<file path="config.mk">
export PLATFORM = sky130hd
export DESIGN_NAME = cir_line_router
export DESIGN_NICKNAME = d
export VERILOG_FILES = /design/src/verilog/cir_pkg.sv /design/src/verilog/cir_sync2.sv /design/src/verilog/cir_blink.sv /design/src/verilog/cir_line_router.sv
export SDC_FILE = /design/constraint.sdc
export NUM_CORES = 1
export LEC_CHECK = 0
export ABC_AREA = 1
export BUFFER_PORTS_ARGS = -buffer_cell sky130_fd_sc_hd__buf_2
export CAP_MARGIN = 5
export CELL_PAD_IN_SITES_DETAIL_PLACEMENT = 1
export CELL_PAD_IN_SITES_GLOBAL_PLACEMENT = 2
export CORE_MARGIN = 5
export CORE_UTILIZATION = 32
export DETAILED_ROUTE_END_ITERATION = 16
export PLACE_DENSITY_LB_ADDON = 0.08
export RECOVER_POWER = 50
export SETUP_SLACK_MARGIN = 0.1
export SYNTH_ARGS = -nofsm -noshare
export SYNTH_HDL_FRONTEND = slang
export SYNTH_SLANG_ARGS = --single-unit
export TNS_END_PERCENT = 10
</file>
<file path="constraint.sdc">
create_clock -name clk_i -period 2.3 [get_ports clk_i]
set_clock_uncertainty 0.1 [all_clocks]
set_input_delay 0.23 -clock clk_i [delete_from_list [all_inputs] [get_ports clk_i]]
set_output_delay 0.23 -clock clk_i [all_outputs]
set_load 0.05 [all_outputs]
</file>
<file path="src/verilog/cir_pkg.sv">
package cir_pkg;
    localparam int unsigned CLK_HZ = 20_000_000;
    localparam int unsigned MS_CYC = CLK_HZ / 1000;
    localparam int unsigned FLASH_HALF_MS = 250;
    localparam int unsigned ACT_HOLD_MS = 50;
    localparam int unsigned TRIG_HOLD_MS = 1000;
    localparam int unsigned FLASH_HALF_CYC = FLASH_HALF_MS * MS_CYC;
    localparam int unsigned ACT_HOLD_CYC = ACT_HOLD_MS * MS_CYC;
    localparam int unsigned TRIG_HOLD_CYC = TRIG_HOLD_MS * MS_CYC;
    localparam int unsigned HOLD_W = 26;

    localparam int unsigned NUM_OUT = 4;
    localparam int unsigned NUM_IN = 4;
    localparam int unsigned LINE_CNT = 8;
    localparam int unsigned SEL_W = 3;
    localparam int unsigned SRC_W = 4;

    localparam logic [7:0] REG_LINE_SEL = 8'h00;
    localparam logic [7:0] REG_INVERT = 8'h04;
    localparam logic [7:0] REG_SOURCE = 8'h08;
    localparam logic [7:0] REG_USER_OUT = 8'h0C;
    localparam logic [7:0] REG_LINE_STATUS = 8'h10;
    localparam logic [7:0] REG_TRIG_CTRL = 8'h14;
    localparam logic [7:0] REG_LINK_STATUS = 8'h18;

    localparam int unsigned STAT_LEVEL_BIT = 0;
    localparam int unsigned STAT_DIR_BIT = 1;
    localparam int unsigned STAT_TYPE_LSB = 2;
    localparam int unsigned STAT_ALL_LSB = 8;
    localparam int unsigned TRIG_ACT_BIT = 0;
    localparam int unsigned TRIG_LINE_LSB = 4;
    localparam int unsigned LINK_STREAM_BIT = 2;

    localparam logic [1:0] RESP_OKAY = 2'b00;
    localparam logic [1:0] RESP_SLVERR = 2'b10;

    typedef enum logic [1:0] {
        ETYPE_TTL = 2'b00,
        ETYPE_OPTO = 2'b01,
        ETYPE_LVDS = 2'b10
    } cir_etype_e;

    typedef enum logic [3:0] {
        SRC_ACQ_TRIG_WAIT = 4'h0,
        SRC_ACQ_ACTIVE = 4'h1,
        SRC_FRAME_TRIG_WAIT = 4'h2,
        SRC_FRAME_ACTIVE = 4'h3,
        SRC_EXPOSURE = 4'h4,
        SRC_VENDOR_ACQ_WAIT = 4'h5,
        SRC_COUNTER_ONE = 4'h6,
        SRC_TIMER_ONE = 4'h7,
        SRC_USER0 = 4'h8,
        SRC_USER1 = 4'h9,
        SRC_USER2 = 4'hA,
        SRC_USER3 = 4'hB
    } cir_source_e;

    typedef enum logic [1:0] {
        LINK_DOWN = 2'b00,
        LINK_10 = 2'b01,
        LINK_100 = 2'b10,
        LINK_1000 = 2'b11
    } cir_speed_e;

    typedef struct packed {
        logic acq_trig_wait_sig;
        logic acq_active_sig;
        logic frame_trig_wait_sig;
        logic frame_active_sig;
        logic exposure_window_sig;
        logic vendor_acq_wait_sig;
        logic counter_one_busy_sig;
        logic timer_one_busy_sig;
    } cir_timing_s;
endpackage

</file>
<file path="src/verilog/cir_sync2.sv">
`timescale 1ns/1ps
`default_nettype none
module cir_sync2 #(
    parameter int unsigned W = 4
) (
    // Clock and reset.
    input wire logic clk_i,
    input wire logic rst_n_i,
    // Data.
    input wire logic [W-1:0] d_i,
    output logic [W-1:0] q_o
);
    logic [W-1:0] stage1;

    always_ff @(posedge clk_i or negedge rst_n_i)
    begin
        if (!rst_n_i)
        begin
            stage1 <= '0;
            q_o <= '0;
        end
        else
        begin
            stage1 <= d_i;
            q_o <= stage1;
        end
    end
endmodule // cir_sync2
`default_nettype wire

</file>
<file path="src/verilog/cir_blink.sv">
`timescale 1ns/1ps
`default_nettype none
module cir_blink
    import cir_pkg::*;
#(
    parameter int unsigned HALF_CYC = FLASH_HALF_CYC
) (
    // Clock and reset.
    input wire logic clk_i,
    input wire logic rst_n_i,
    // Square wave used for flashing indicators.
    output logic phase_o
);
    logic [HOLD_W-1:0] count;
    logic [HOLD_W-1:0] next_count;
    logic next_phase;

    always_comb
    begin
        next_count = count + HOLD_W'(1);
        next_phase = phase_o;
        if (count >= HOLD_W'(HALF_CYC - 1))
        begin
            next_count = '0;
            next_phase = !phase_o;
        end
    end

    always_ff @(posedge clk_i or negedge rst_n_i)
    begin
        if (!rst_n_i)
        begin
            count <= '0;
            phase_o <= 1'b0;
        end
        else
        begin
            count <= next_count;
            phase_o <= next_phase;
        end
    end
endmodule // cir_blink
`default_nettype wire

</file>
<file path="src/verilog/cir_line_router.sv">
// Behaviour
// Eight lines; one to four out, rest in.
// Report TTL, opto or LVDS per line.
// Per-line inversion flips signal polarity.
// Software reads selected line level.
// Outputs one to four pick their source.
// Twelve sources: timing signals and user bits.
// Report whether selected line is input/output.
// Rear LED amber, steady or flashing green.
// Link LED steady green at 1000.
// Slower link flashes green, no streaming.
// Link indicator flashes amber on traffic.
// Both trigger edges count; polarity selectable.
// Reset clears inversion, sets default sources.
`timescale 1ns/1ps
`default_nettype none
module cir_line_router
    import cir_pkg::*;
#(
    parameter int unsigned FLASH_CYC = FLASH_HALF_CYC,
    parameter int unsigned ACT_CYC = ACT_HOLD_CYC,
    parameter int unsigned TRIG_CYC = TRIG_HOLD_CYC
) (
    // Clock and reset.
    input wire logic clk_i,
    input wire logic rst_n_i,
    // AXI4-Lite slave.
    input wire logic [31:0] s_axi_awaddr,
    input wire logic s_axi_awvalid,
    output logic s_axi_awready,
    input wire logic [31:0] s_axi_wdata,
    input wire logic [3:0] s_axi_wstrb,
    input wire logic s_axi_wvalid,
    output logic s_axi_wready,
    output logic [1:0] s_axi_bresp,
    output logic s_axi_bvalid,
    input wire logic s_axi_bready,
    input wire logic [31:0] s_axi_araddr,
    input wire logic s_axi_arvalid,
    output logic s_axi_arready,
    output logic [31:0] s_axi_rdata,
    output logic [1:0] s_axi_rresp,
    output logic s_axi_rvalid,
    input wire logic s_axi_rready,
    // Internal camera state.
    input wire cir_timing_s timing_i,
    input wire logic init_busy_i,
    input wire logic continuous_mode_i,
    input wire logic [1:0] link_speed_i,
    input wire logic link_activity_i,
    // Lines.
    output logic [NUM_OUT-1:0] out_line_o,
    input wire logic [NUM_IN-1:0] in_line_i,
    // Trigger.
    output logic trig_event_o,
    output logic trig_level_o,
    // Indicators and link control.
    output logic status_led_amber_o,
    output logic status_led_green_o,
    output logic link_led_green_o,
    output logic link_led_amber_o,
    output logic stream_enable_o
);
    function automatic logic is_output(input logic [SEL_W-1:0] sel);
        return sel < SEL_W'(NUM_OUT);
    endfunction

    function automatic logic [1:0] elec_type(input logic [SEL_W-1:0] sel);
        unique case (sel)
            3'd0, 3'd1, 3'd6: return ETYPE_TTL;
            3'd7: return ETYPE_LVDS;
            default: return ETYPE_OPTO;
        endcase
    endfunction

    function automatic logic [31:0] merge(input logic [31:0] old,
                                          input logic [31:0] data,
                                          input logic [3:0] strb);
        logic [31:0] res;
        res = old;
        for (int b = 0; b < 4; b++)
        begin
            if (strb[b])
            begin
                res[8*b +: 8] = data[8*b +: 8];
            end
        end
        return res;
    endfunction

    logic [SEL_W-1:0] line_select;
    logic [LINE_CNT-1:0] line_polarity_flip;
    logic [NUM_OUT-1:0][SRC_W-1:0] output_source_select;
    logic [NUM_OUT-1:0] sw_output_bits;
    logic trig_act;
    logic [1:0] trig_line;
    logic [SEL_W-1:0] next_line_select;
    logic [LINE_CNT-1:0] next_flip;
    logic [NUM_OUT-1:0][SRC_W-1:0] next_source;
    logic [NUM_OUT-1:0] next_sw_bits;
    logic next_trig_act;
    logic [1:0] next_trig_line;

    logic aw_held, w_held;
    logic [7:0] aw_addr;
    logic [31:0] w_data;
    logic [3:0] w_strb;
    logic next_aw_held, next_w_held, next_bvalid, next_rvalid;
    logic [7:0] next_aw_addr;
    logic [31:0] next_w_data, next_rdata;
    logic [3:0] next_w_strb;
    logic [1:0] next_bresp, next_rresp;
    logic do_write;

    logic [NUM_IN-1:0] in_sync;
    logic [NUM_IN-1:0] in_level;
    logic [LINE_CNT-1:0] line_level_readback;
    logic sel_level;
    logic [NUM_OUT-1:0] next_out;
    logic [NUM_OUT-1:0] src_level;

    logic trig_src, trig_prev, next_trig_event;
    logic [HOLD_W-1:0] trig_hold, act_hold, next_trig_hold, next_act_hold;
    logic blink;
    logic next_st_amber, next_st_green, next_lk_green, next_lk_amber, next_stream;

    cir_sync2 #(.W(NUM_IN)) u_in_sync (
        .clk_i(clk_i),
        .rst_n_i(rst_n_i),
        .d_i(in_line_i),
        .q_o(in_sync)
    );

    cir_blink #(.HALF_CYC(FLASH_CYC)) u_blink (
        .clk_i(clk_i),
        .rst_n_i(rst_n_i),
        .phase_o(blink)
    );

    // A write completes once address and data are both held and no response is pending.
    assign s_axi_awready = !aw_held;
    assign s_axi_wready = !w_held;
    assign s_axi_arready = !s_axi_rvalid;
    assign do_write = aw_held && w_held && !s_axi_bvalid;

    assign in_level = in_sync ^ line_polarity_flip[LINE_CNT-1:NUM_OUT];
    assign line_level_readback = {in_level, out_line_o};
    assign sel_level = line_level_readback[line_select];

    always_comb
    begin
        for (int i = 0; i < NUM_OUT; i++)
        begin
            unique case (output_source_select[i])
                SRC_ACQ_TRIG_WAIT: src_level[i] = timing_i.acq_trig_wait_sig;
                SRC_ACQ_ACTIVE: src_level[i] = timing_i.acq_active_sig;
                SRC_FRAME_TRIG_WAIT: src_level[i] = timing_i.frame_trig_wait_sig;
                SRC_FRAME_ACTIVE: src_level[i] = timing_i.frame_active_sig;
                SRC_EXPOSURE: src_level[i] = timing_i.exposure_window_sig;
                SRC_VENDOR_ACQ_WAIT: src_level[i] = timing_i.vendor_acq_wait_sig;
                SRC_COUNTER_ONE: src_level[i] = timing_i.counter_one_busy_sig;
                SRC_TIMER_ONE: src_level[i] = timing_i.timer_one_busy_sig;
                SRC_USER0: src_level[i] = sw_output_bits[0];
                SRC_USER1: src_level[i] = sw_output_bits[1];
                SRC_USER2: src_level[i] = sw_output_bits[2];
                SRC_USER3: src_level[i] = sw_output_bits[3];
                default: src_level[i] = 1'b0;
            endcase
        end
        next_out = src_level ^ line_polarity_flip[NUM_OUT-1:0];
    end

    always_comb
    begin
        next_aw_held = aw_held;
        next_aw_addr = aw_addr;
        next_w_held = w_held;
        next_w_data = w_data;
        next_w_strb = w_strb;
        next_bvalid = s_axi_bvalid && !s_axi_bready;
        next_bresp = s_axi_bresp;
        next_rvalid = s_axi_rvalid && !s_axi_rready;
        next_rdata = s_axi_rdata;
        next_rresp = s_axi_rresp;
        next_line_select = line_select;
        next_flip = line_polarity_flip;
        next_source = output_source_select;
        next_sw_bits = sw_output_bits;
        next_trig_act = trig_act;
        next_trig_line = trig_line;
        if (s_axi_awvalid && !aw_held)
        begin
            next_aw_held = 1'b1;
            next_aw_addr = s_axi_awaddr[7:0];
        end
        if (s_axi_wvalid && !w_held)
        begin
            next_w_held = 1'b1;
            next_w_data = s_axi_wdata;
            next_w_strb = s_axi_wstrb;
        end
        if (do_write)
        begin
            next_aw_held = 1'b0;
            next_w_held = 1'b0;
            next_bvalid = 1'b1;
            next_bresp = RESP_OKAY;
            unique case (aw_addr)
                REG_LINE_SEL: next_line_select =
                    SEL_W'(merge(32'(line_select), w_data, w_strb));
                REG_INVERT: next_flip =
                    LINE_CNT'(merge(32'(line_polarity_flip), w_data, w_strb));
                REG_SOURCE: next_source =
                    (NUM_OUT * SRC_W)'(merge(32'(output_source_select), w_data, w_strb));
                REG_USER_OUT: next_sw_bits =
                    NUM_OUT'(merge(32'(sw_output_bits), w_data, w_strb));
                REG_TRIG_CTRL:
                begin
                    next_trig_act = w_strb[0] ? w_data[TRIG_ACT_BIT] : trig_act;
                    next_trig_line = w_strb[0] ? w_data[TRIG_LINE_LSB +: 2] : trig_line;
                end
                REG_LINE_STATUS, REG_LINK_STATUS: next_bresp = RESP_OKAY;
                default: next_bresp = RESP_SLVERR;
            endcase
        end
        if (s_axi_arvalid && !s_axi_rvalid)
        begin
            next_rvalid = 1'b1;
            next_rresp = RESP_OKAY;
            next_rdata = '0;
            unique case (s_axi_araddr[7:0])
                REG_LINE_SEL: next_rdata[SEL_W-1:0] = line_select;
                REG_INVERT: next_rdata[LINE_CNT-1:0] = line_polarity_flip;
                REG_SOURCE: next_rdata[15:0] = output_source_select;
                REG_USER_OUT: next_rdata[NUM_OUT-1:0] = sw_output_bits;
                REG_LINE_STATUS:
                begin
                    next_rdata[STAT_LEVEL_BIT] = sel_level;
                    next_rdata[STAT_DIR_BIT] = is_output(line_select);
                    next_rdata[STAT_TYPE_LSB +: 2] = elec_type(line_select);
                    next_rdata[STAT_ALL_LSB +: LINE_CNT] = line_level_readback;
                end
                REG_TRIG_CTRL:
                begin
                    next_rdata[TRIG_ACT_BIT] = trig_act;
                    next_rdata[TRIG_LINE_LSB +: 2] = trig_line;
                end
                REG_LINK_STATUS:
                begin
                    next_rdata[1:0] = link_speed_i;
                    next_rdata[LINK_STREAM_BIT] = stream_enable_o;
                end
                default: next_rresp = RESP_SLVERR;
            endcase
        end
    end

    // Both edges of the chosen input are events; activation sets the active level.
    always_comb
    begin
        trig_src = in_level[trig_line] ^ trig_act;
        next_trig_event = trig_src != trig_prev;
        next_trig_hold = (trig_hold != '0) ? trig_hold - HOLD_W'(1) : '0;
        if (next_trig_event)
        begin
            next_trig_hold = HOLD_W'(TRIG_CYC);
        end
        next_act_hold = (act_hold != '0) ? act_hold - HOLD_W'(1) : '0;
        if (link_activity_i)
        begin
            next_act_hold = HOLD_W'(ACT_CYC);
        end
        next_st_amber = init_busy_i;
        next_st_green = !init_busy_i &&
            ((trig_hold != '0) ? blink : continuous_mode_i);
        next_stream = link_speed_i == LINK_1000;
        next_lk_green = next_stream || (link_speed_i != LINK_DOWN && blink);
        next_lk_amber = (act_hold != '0) && blink;
    end

    always_ff @(posedge clk_i or negedge rst_n_i)
    begin
        if (!rst_n_i)
        begin
            aw_held <= 1'b0;
            aw_addr <= '0;
            w_held <= 1'b0;
            w_data <= '0;
            w_strb <= '0;
            s_axi_bvalid <= 1'b0;
            s_axi_bresp <= RESP_OKAY;
            s_axi_rvalid <= 1'b0;
            s_axi_rdata <= '0;
            s_axi_rresp <= RESP_OKAY;
            line_select <= '0;
            line_polarity_flip <= '0;
            output_source_select <= {NUM_OUT{SRC_USER0}};
            sw_output_bits <= '0;
            trig_act <= 1'b0;
            trig_line <= '0;
            out_line_o <= '0;
            trig_prev <= 1'b0;
            trig_event_o <= 1'b0;
            trig_level_o <= 1'b0;
            trig_hold <= '0;
            act_hold <= '0;
            status_led_amber_o <= 1'b1;
            status_led_green_o <= 1'b0;
            link_led_green_o <= 1'b0;
            link_led_amber_o <= 1'b0;
            stream_enable_o <= 1'b0;
        end
        else
        begin
            aw_held <= next_aw_held;
            aw_addr <= next_aw_addr;
            w_held <= next_w_held;
            w_data <= next_w_data;
            w_strb <= next_w_strb;
            s_axi_bvalid <= next_bvalid;
            s_axi_bresp <= next_bresp;
            s_axi_rvalid <= next_rvalid;
            s_axi_rdata <= next_rdata;
            s_axi_rresp <= next_rresp;
            line_select <= next_line_select;
            line_polarity_flip <= next_flip;
            output_source_select <= next_source;
            sw_output_bits <= next_sw_bits;
            trig_act <= next_trig_act;
            trig_line <= next_trig_line;
            out_line_o <= next_out;
            trig_prev <= trig_src;
            trig_event_o <= next_trig_event;
            trig_level_o <= trig_src;
            trig_hold <= next_trig_hold;
            act_hold <= next_act_hold;
            status_led_amber_o <= next_st_amber;
            status_led_green_o <= next_st_green;
            link_led_green_o <= next_lk_green;
            link_led_amber_o <= next_lk_amber;
            stream_enable_o <= next_stream;
        end
    end
endmodule // cir_line_router
`default_nettype wire

</file>
; ---- Yosys cells after proc, flatten, opt, wreduce, memory -nomap -nowiden
; Cells that the tools add are included.
[totals]
out_inout_bits = 52
ff_bits = 182
[op_classes]
eq_ne = 61
n_mux = 29
reduce_logical = 40
n_addsub = 3
magnitude_cmp = 4
bitwise = 3
[ops]
columns = op, n
row1 = $mux W26, 5
row2 = $eq A4 B3 Y1 const B, 16
row3 = $eq A4 B4 Y1 const B, 16
row4 = $reduce_bool A26 Y1, 2
row5 = $sub A26 B1 Y26 const B, 2
row6 = $eq A8 B5 Y1 const B, 6
row7 = $pmux W1 S12, 4
row8 = $eq A4 B2 Y1 const B, 8
row9 = $eq A8 B4 Y1 const B, 4
row10 = $add A26 B1 Y26 const B, 1
row11 = $ge A26 B23 Y1 const B, 1
row12 = $reduce_and A3 Y1, 6
row13 = $eq A4 B1 Y1 const B, 4
row14 = $eq A8 B3 Y1 const B, 2
row15 = $logic_not A4 Y1, 4
row16 = $logic_not A8 Y1, 2
row17 = $pmux W8 S2, 1
row18 = $reduce_or A7 Y1, 2
row19 = $pmux W2 S6, 1
row20 = $logic_and A1 B1 Y1, 10
row21 = $mux W1, 9
row22 = $logic_not A1 Y1, 8
row23 = $pmux W2 S2, 2
row24 = $xor A4 B4 Y4, 2
row25 = 18 further kinds, 22

; ---- Depth between registers and ports, before layout
[logic_depth]
word_depth = 6
ltp_mapped = 10
mapped_depth_nobuf = 9

; ---- By module
; From an unflattened synthesis, not the netlist that was laid out.
[unflattened]
cells_unflattened = 1239
hier_area_um2 = 9560.4
[by_module_without_submodules]
columns = module, instances, seq_area_each_um2, area_per_inst_um2, cells_each
row1 = cir_line_router, 1, 3634.7, 7880.1, 1034
row2 = cir_blink, 1, 675.6, 1480.2, 197
row3 = cir_sync2, 1, 200.2, 200.2, 8

; ---- Worst setup path before layout
; No wires, ideal clock.
[synth_timing]
path_type = register to register
start = register s_axi_rvalid
end = register s_axi_rdata[10]
synth_period_minus_slack_ps = 1917
n_path_buf = 1
path_slack_ps = 383
path_stages_with_launch = 7
setup_time_ps = 82
arrival_time_ps = 1735
cell_sequence = dfrtp_1 > inv_1 > nand2_1 > inv_1 > clkbuf_1 > nor2_1 > a31oi_1
[synth_between]
elab_chain_len = 2
[synth_rtl]
columns = item, line
row1 = from (decl), cir_line_router.sv:43  ; output logic s_axi_rvalid,
row2 = from (signal assigned), cir_line_router.sv:322  ; s_axi_rvalid <= next_rvalid;
row3 = $logic_not A1 Y1, --
row4 = net s_axi_arready, cir_line_router.sv:40  ; output logic s_axi_arready,
row5 = $logic_and A1 B1 Y1, cir_line_router.sv:226  ; if (s_axi_arvalid && !s_axi_rvalid)
row6 = to (signal assigned), cir_line_router.sv:323  ; s_axi_rdata <= next_rdata;
row7 = to (decl), cir_line_router.sv:41  ; output logic [31:0] s_axi_rdata,
; The timed path passes the listed nets, and every way through them passes these cells.
; A chain may end at the register's enable or synchronous reset.

; ---- Final worst setup path
[layout_timing]
start = register s_axi_bvalid
end = register sw_output_bits[3]
[layout_between]
elab_chain_len = 3
[layout_rtl]
columns = item, line
row1 = from (decl), cir_line_router.sv:36  ; output logic s_axi_bvalid,
row2 = from (signal assigned), cir_line_router.sv:320  ; s_axi_bvalid <= next_bvalid;
row3 = $logic_not A1 Y1, cir_line_router.sv:144  ; assign do_write = aw_held && w_held && !s_axi_bvalid;
row4 = $logic_and A1 B1 Y1, cir_line_router.sv:144
row5 = $reduce_and A3 Y1 (no source line), --
row6 = to (signal assigned), cir_line_router.sv:328  ; sw_output_bits <= next_sw_bits;
row7 = to (decl), cir_line_router.sv:94  ; logic [NUM_OUT-1:0] sw_output_bits;
; No other way between the ends.

==> results.sh <==
export IMPL_status="complete, no violations"
export IMPL_fillers=3704
export IMPL_antenna_found_initial=0
export IMPL_seqPwrFrac_pct=40.8
export IMPL_slew_headroom_pct=41.99
export IMPL_diodes=0
export IMPL_die_x_um=183.2
export IMPL_hpwl_um=21150
export IMPL_rsz0062_at_grt="false"
export IMPL_first_pass_iters=4
export IMPL_utilization_pct=38.86
export IMPL_cts_root_buffer="clkbuf_16"
export IMPL_ant_nets=0
export IMPL_crit_chain="nor3_1 -> inv_2 -> nor2_4 -> nand4_2 -> nand2_1 -> o21ai_0"
export IMPL_drtIter0Drc=409
export IMPL_worstHoldPathType="in2reg"
export IMPL_cp_required_ns=2.54
export IMPL_nets=1523
export IMPL_power_switching_mw=4.054
export IMPL_hold_viol_final=0
export IMPL_finalCritPeriodShare_pct=83.13
export IMPL_start_kind="register"
export IMPL_die_h_um=183.2
export IMPL_syn_avg_cell_area_um2=7.704
export IMPL_slew_violations=0
export IMPL_fin_tns_setup_ns=0
export IMPL_clock_latency_ns=0.46
export IMPL_grt_pass1_wl_um=46860
export IMPL_grt_pass1_vias=8925
export IMPL_cts_hold_fix_buffers=38
export IMPL_pre_cts_slack_ns=0.4285
export IMPL_p_comb_share_pct=29.1
export IMPL_ctsResizeCount=0
export IMPL_drv_cap=0
export IMPL_ys_seq_area_share_pct=46.99
export IMPL_cpPeakStageDelay_ns=0.52
export IMPL_vias=8497
export IMPL_grt_total_usage_pct=17.39
export IMPL_critical_path_slowest_cell="nor3_1"
export IMPL_synth_async_sr_flop_share_pct=100.0
export IMPL_setup_violations=0
export IMPL_synth_cells=1246
export IMPL_grt_start_max_net_pins=61
export IMPL_synth_area_leaders="dfrtp_1 46%, nand2_1 11%, nor2_1 8.7%"
export IMPL_ys_flop_type="dfrtp_1"
export IMPL_path_clk_slew_ns=0.09
export IMPL_cts_sinks=180
export IMPL_io_buffers=91
export IMPL_crit_type="reg2reg"
export IMPL_cts_tree="built"
export IMPL_post_cts_buffers=0
export IMPL_synth_top_area_share_pct=45.62
export IMPL_yosysWarningCount=0
export IMPL_end_kind="register"
export IMPL_cp_top_family="simple AND/OR/NAND/NOR gates"
export IMPL_powerDensity_nw_per_um2=880.6
export IMPL_drive_gt1_share_pct=13.98
export IMPL_wirelength_um=28380
export IMPL_synth_seq_cells=180
export IMPL_io_pins=176
export IMPL_num_rows=63
export IMPL_setup_slack_ns=0.3880
export IMPL_clockBufferDepth=2
export IMPL_path_max_fanout=8
export IMPL_routed_via_density=4.723
export IMPL_synthToLayoutAreaGrowth_pct=19.98
export IMPL_die_area_um2=33560
export IMPL_synth_edf_count=0
export IMPL_coreArea_um2=29640
export IMPL_period_needed_ns=1.912
export IMPL_drc=0
export IMPL_cp_arrival_ns=2.15
export IMPL_wl_per_cell_um=15.78
export IMPL_p_int_mw=6.089
export IMPL_htreeDepth=4
export IMPL_yosysUniqueCellTypes=41
export IMPL_vdd_drop_max_v=0.0004924
export IMPL_yosysTopAreaCell="dfrtp_1"
export IMPL_fmax_mhz=523.0
export IMPL_leakage_nw=5.315
export IMPL_power_total_mw=10.14
export IMPL_netlist_area_um2=9599
export IMPL_power_frac_clock_pct=30.1
export IMPL_timing_critical_path_buf_inv=1
export IMPL_worst_pin_slew_ns=0.8701
export IMPL_grt_overflow=0
export IMPL_initial_utilization_pct=32.39
export IMPL_gp_congestion=0.8060
export IMPL_cts_made_buffers=17
export IMPL_swShare_pct=39.97
[registers in the layout (all words and copies together) (netlist names), 8 cells and up]
signal,flops
act_hold,26
aw_addr,8
line_polarity_flip,8
output_source_select,16
s_axi_rdata,16
trig_hold,26
u_blink.count,26
w_data,16
[Yosys cell counts (3+ instances only)]
master / count
nor3_1: 12
nor2_1: 223
mux2_2: 6
a21oi_1: 29
nand4_1: 26
buf_2: 10
nand2_2: 4
nand2_1: 282
nand3_1: 132
inv_1: 125
buf_4: 18
nand3b_1: 6
nor2_4: 5
nor2_2: 20
dfrtp_1: 175
ha_1: 3
xor2_1: 28
inv_2: 3
o21bai_1: 5
a31oi_1: 5
o21ai_1: 13
nand3_2: 5
clkbuf_1: 11
o22ai_1: 10
o21ai_0: 52
xnor2_1: 14
dfstp_2: 5
[layer usage]
metal	global-route usage [%]	vias to the layer above	part of all wire [%]
li1	-	4272	-
met1	24.41	4072	49
met2	28.03	124	46
met3	2.995	29	4.1
met4	4.440	0	1.5
met5	0	-	0
[worst register-to-register path, stage by stage (launching register included)]
cell	delay, ns
dfrtp_1	0.40
nor3_1	0.52
inv_2	0.14
nor2_4	0.18
nand4_2	0.23
nand2_1	0.13
o21ai_0	0.10
[path summary, 6_finish.rpt]
kind                                      from            endpoint  slack (ns)  depth (start not counted)
max in group asynchronous              rst_n_i   u_blink.count[22]        0.63                          3
min in group asynchronous              rst_n_i     s_axi_rdata[11]        0.22                          2
min reg2reg                u_in_sync.stage1[1]    u_in_sync.q_o[1]        0.25                          0
max                               s_axi_bvalid   sw_output_bits[3]        0.39                          6
max reg2reg                       s_axi_bvalid   sw_output_bits[3]        0.39                          6
min                          continuous_mode_i  status_led_green_o        0.02                          5
[logic make-up (layout without fill, tap and decap cells)]
logic type | count (synthesis) | after routing | synth area share, %
DFF | 180 | 180 | 46.99
muxes | 6 | 6 | 0.7038
buffers and inverters | 170 | 313 | 7.873
adders and majority gates | 3 | 3 | 0.3911
and+or+nand+nor | 728 | 728 | 33.72
other | 1 | 21 | 0.03907
xor gates and xnor gates | 42 | 42 | 3.832
AOI/OAI and AO/OA | 116 | 116 | 6.452
[layout make-up]
class / count / area, µm² / area share (%)
Timing Repair Buffer: 152 / 1003 / 8.713
Multi-Input combinational cell: 916 / 4397 / 38.17
Clock inverter: 15 / 195.2 / 1.695
Tap cell: 390 / 488.0 / 4.237
Clock buffer: 17 / 425.4 / 3.694
Sequential cell: 180 / 4511 / 39.16
Inverter: 129 / 498.0 / 4.324
[power by group through the flow]
stage | Clock (mW) | Combinational, mW | Sequential [mW]
CTS | 3.16 | 3.04 | 4.15
detailed placement | 0 | 2.97 | 4.21
global placement | 0 | 2.93 | 4.20
finish | 3.06 | 2.95 | 4.14
global route | 3.30 | 3.32 | 4.22
floorplan | 0 | 1.80 | 4.43
[per-stage QoR]
stage          cells  hold WS [ns]  cell area (µm²)
2_1_floorplan   1266       -0.1656             9674
3_3_place_gp    1729        0.1691            10580
3_5_place_dp    1729        0.1692            10580
4_1_cts         1799      0.002938            11580
5_1_grt         1799       0.02800            11520
6_report        1799       0.01838            11520
[placed cells by master, fill, tap and decap left out, types with 6 or more instances in the layout]
cell,Yosys,routed
dlygate4sd3_1,0,38
nand3b_1,6,6
nor2_2,20,20
nor3_1,12,13
xnor2_1,14,14
xor2_1,28,28
conb_1,1,21
buf_4,18,15
mux2_2,6,6
inv_1,125,125
nand4_1,26,26
nor2_1,223,223
o21ai_1,13,13
o21ai_0,52,52
clkbuf_16,0,17
nand2_1,282,282
buf_2,10,87
o22ai_1,10,10
dfrtp_1,175,175
a21oi_1,29,29
clkbuf_1,11,7
nand3_1,132,132
Note: power is estimated with default switching activity, not from simulation.
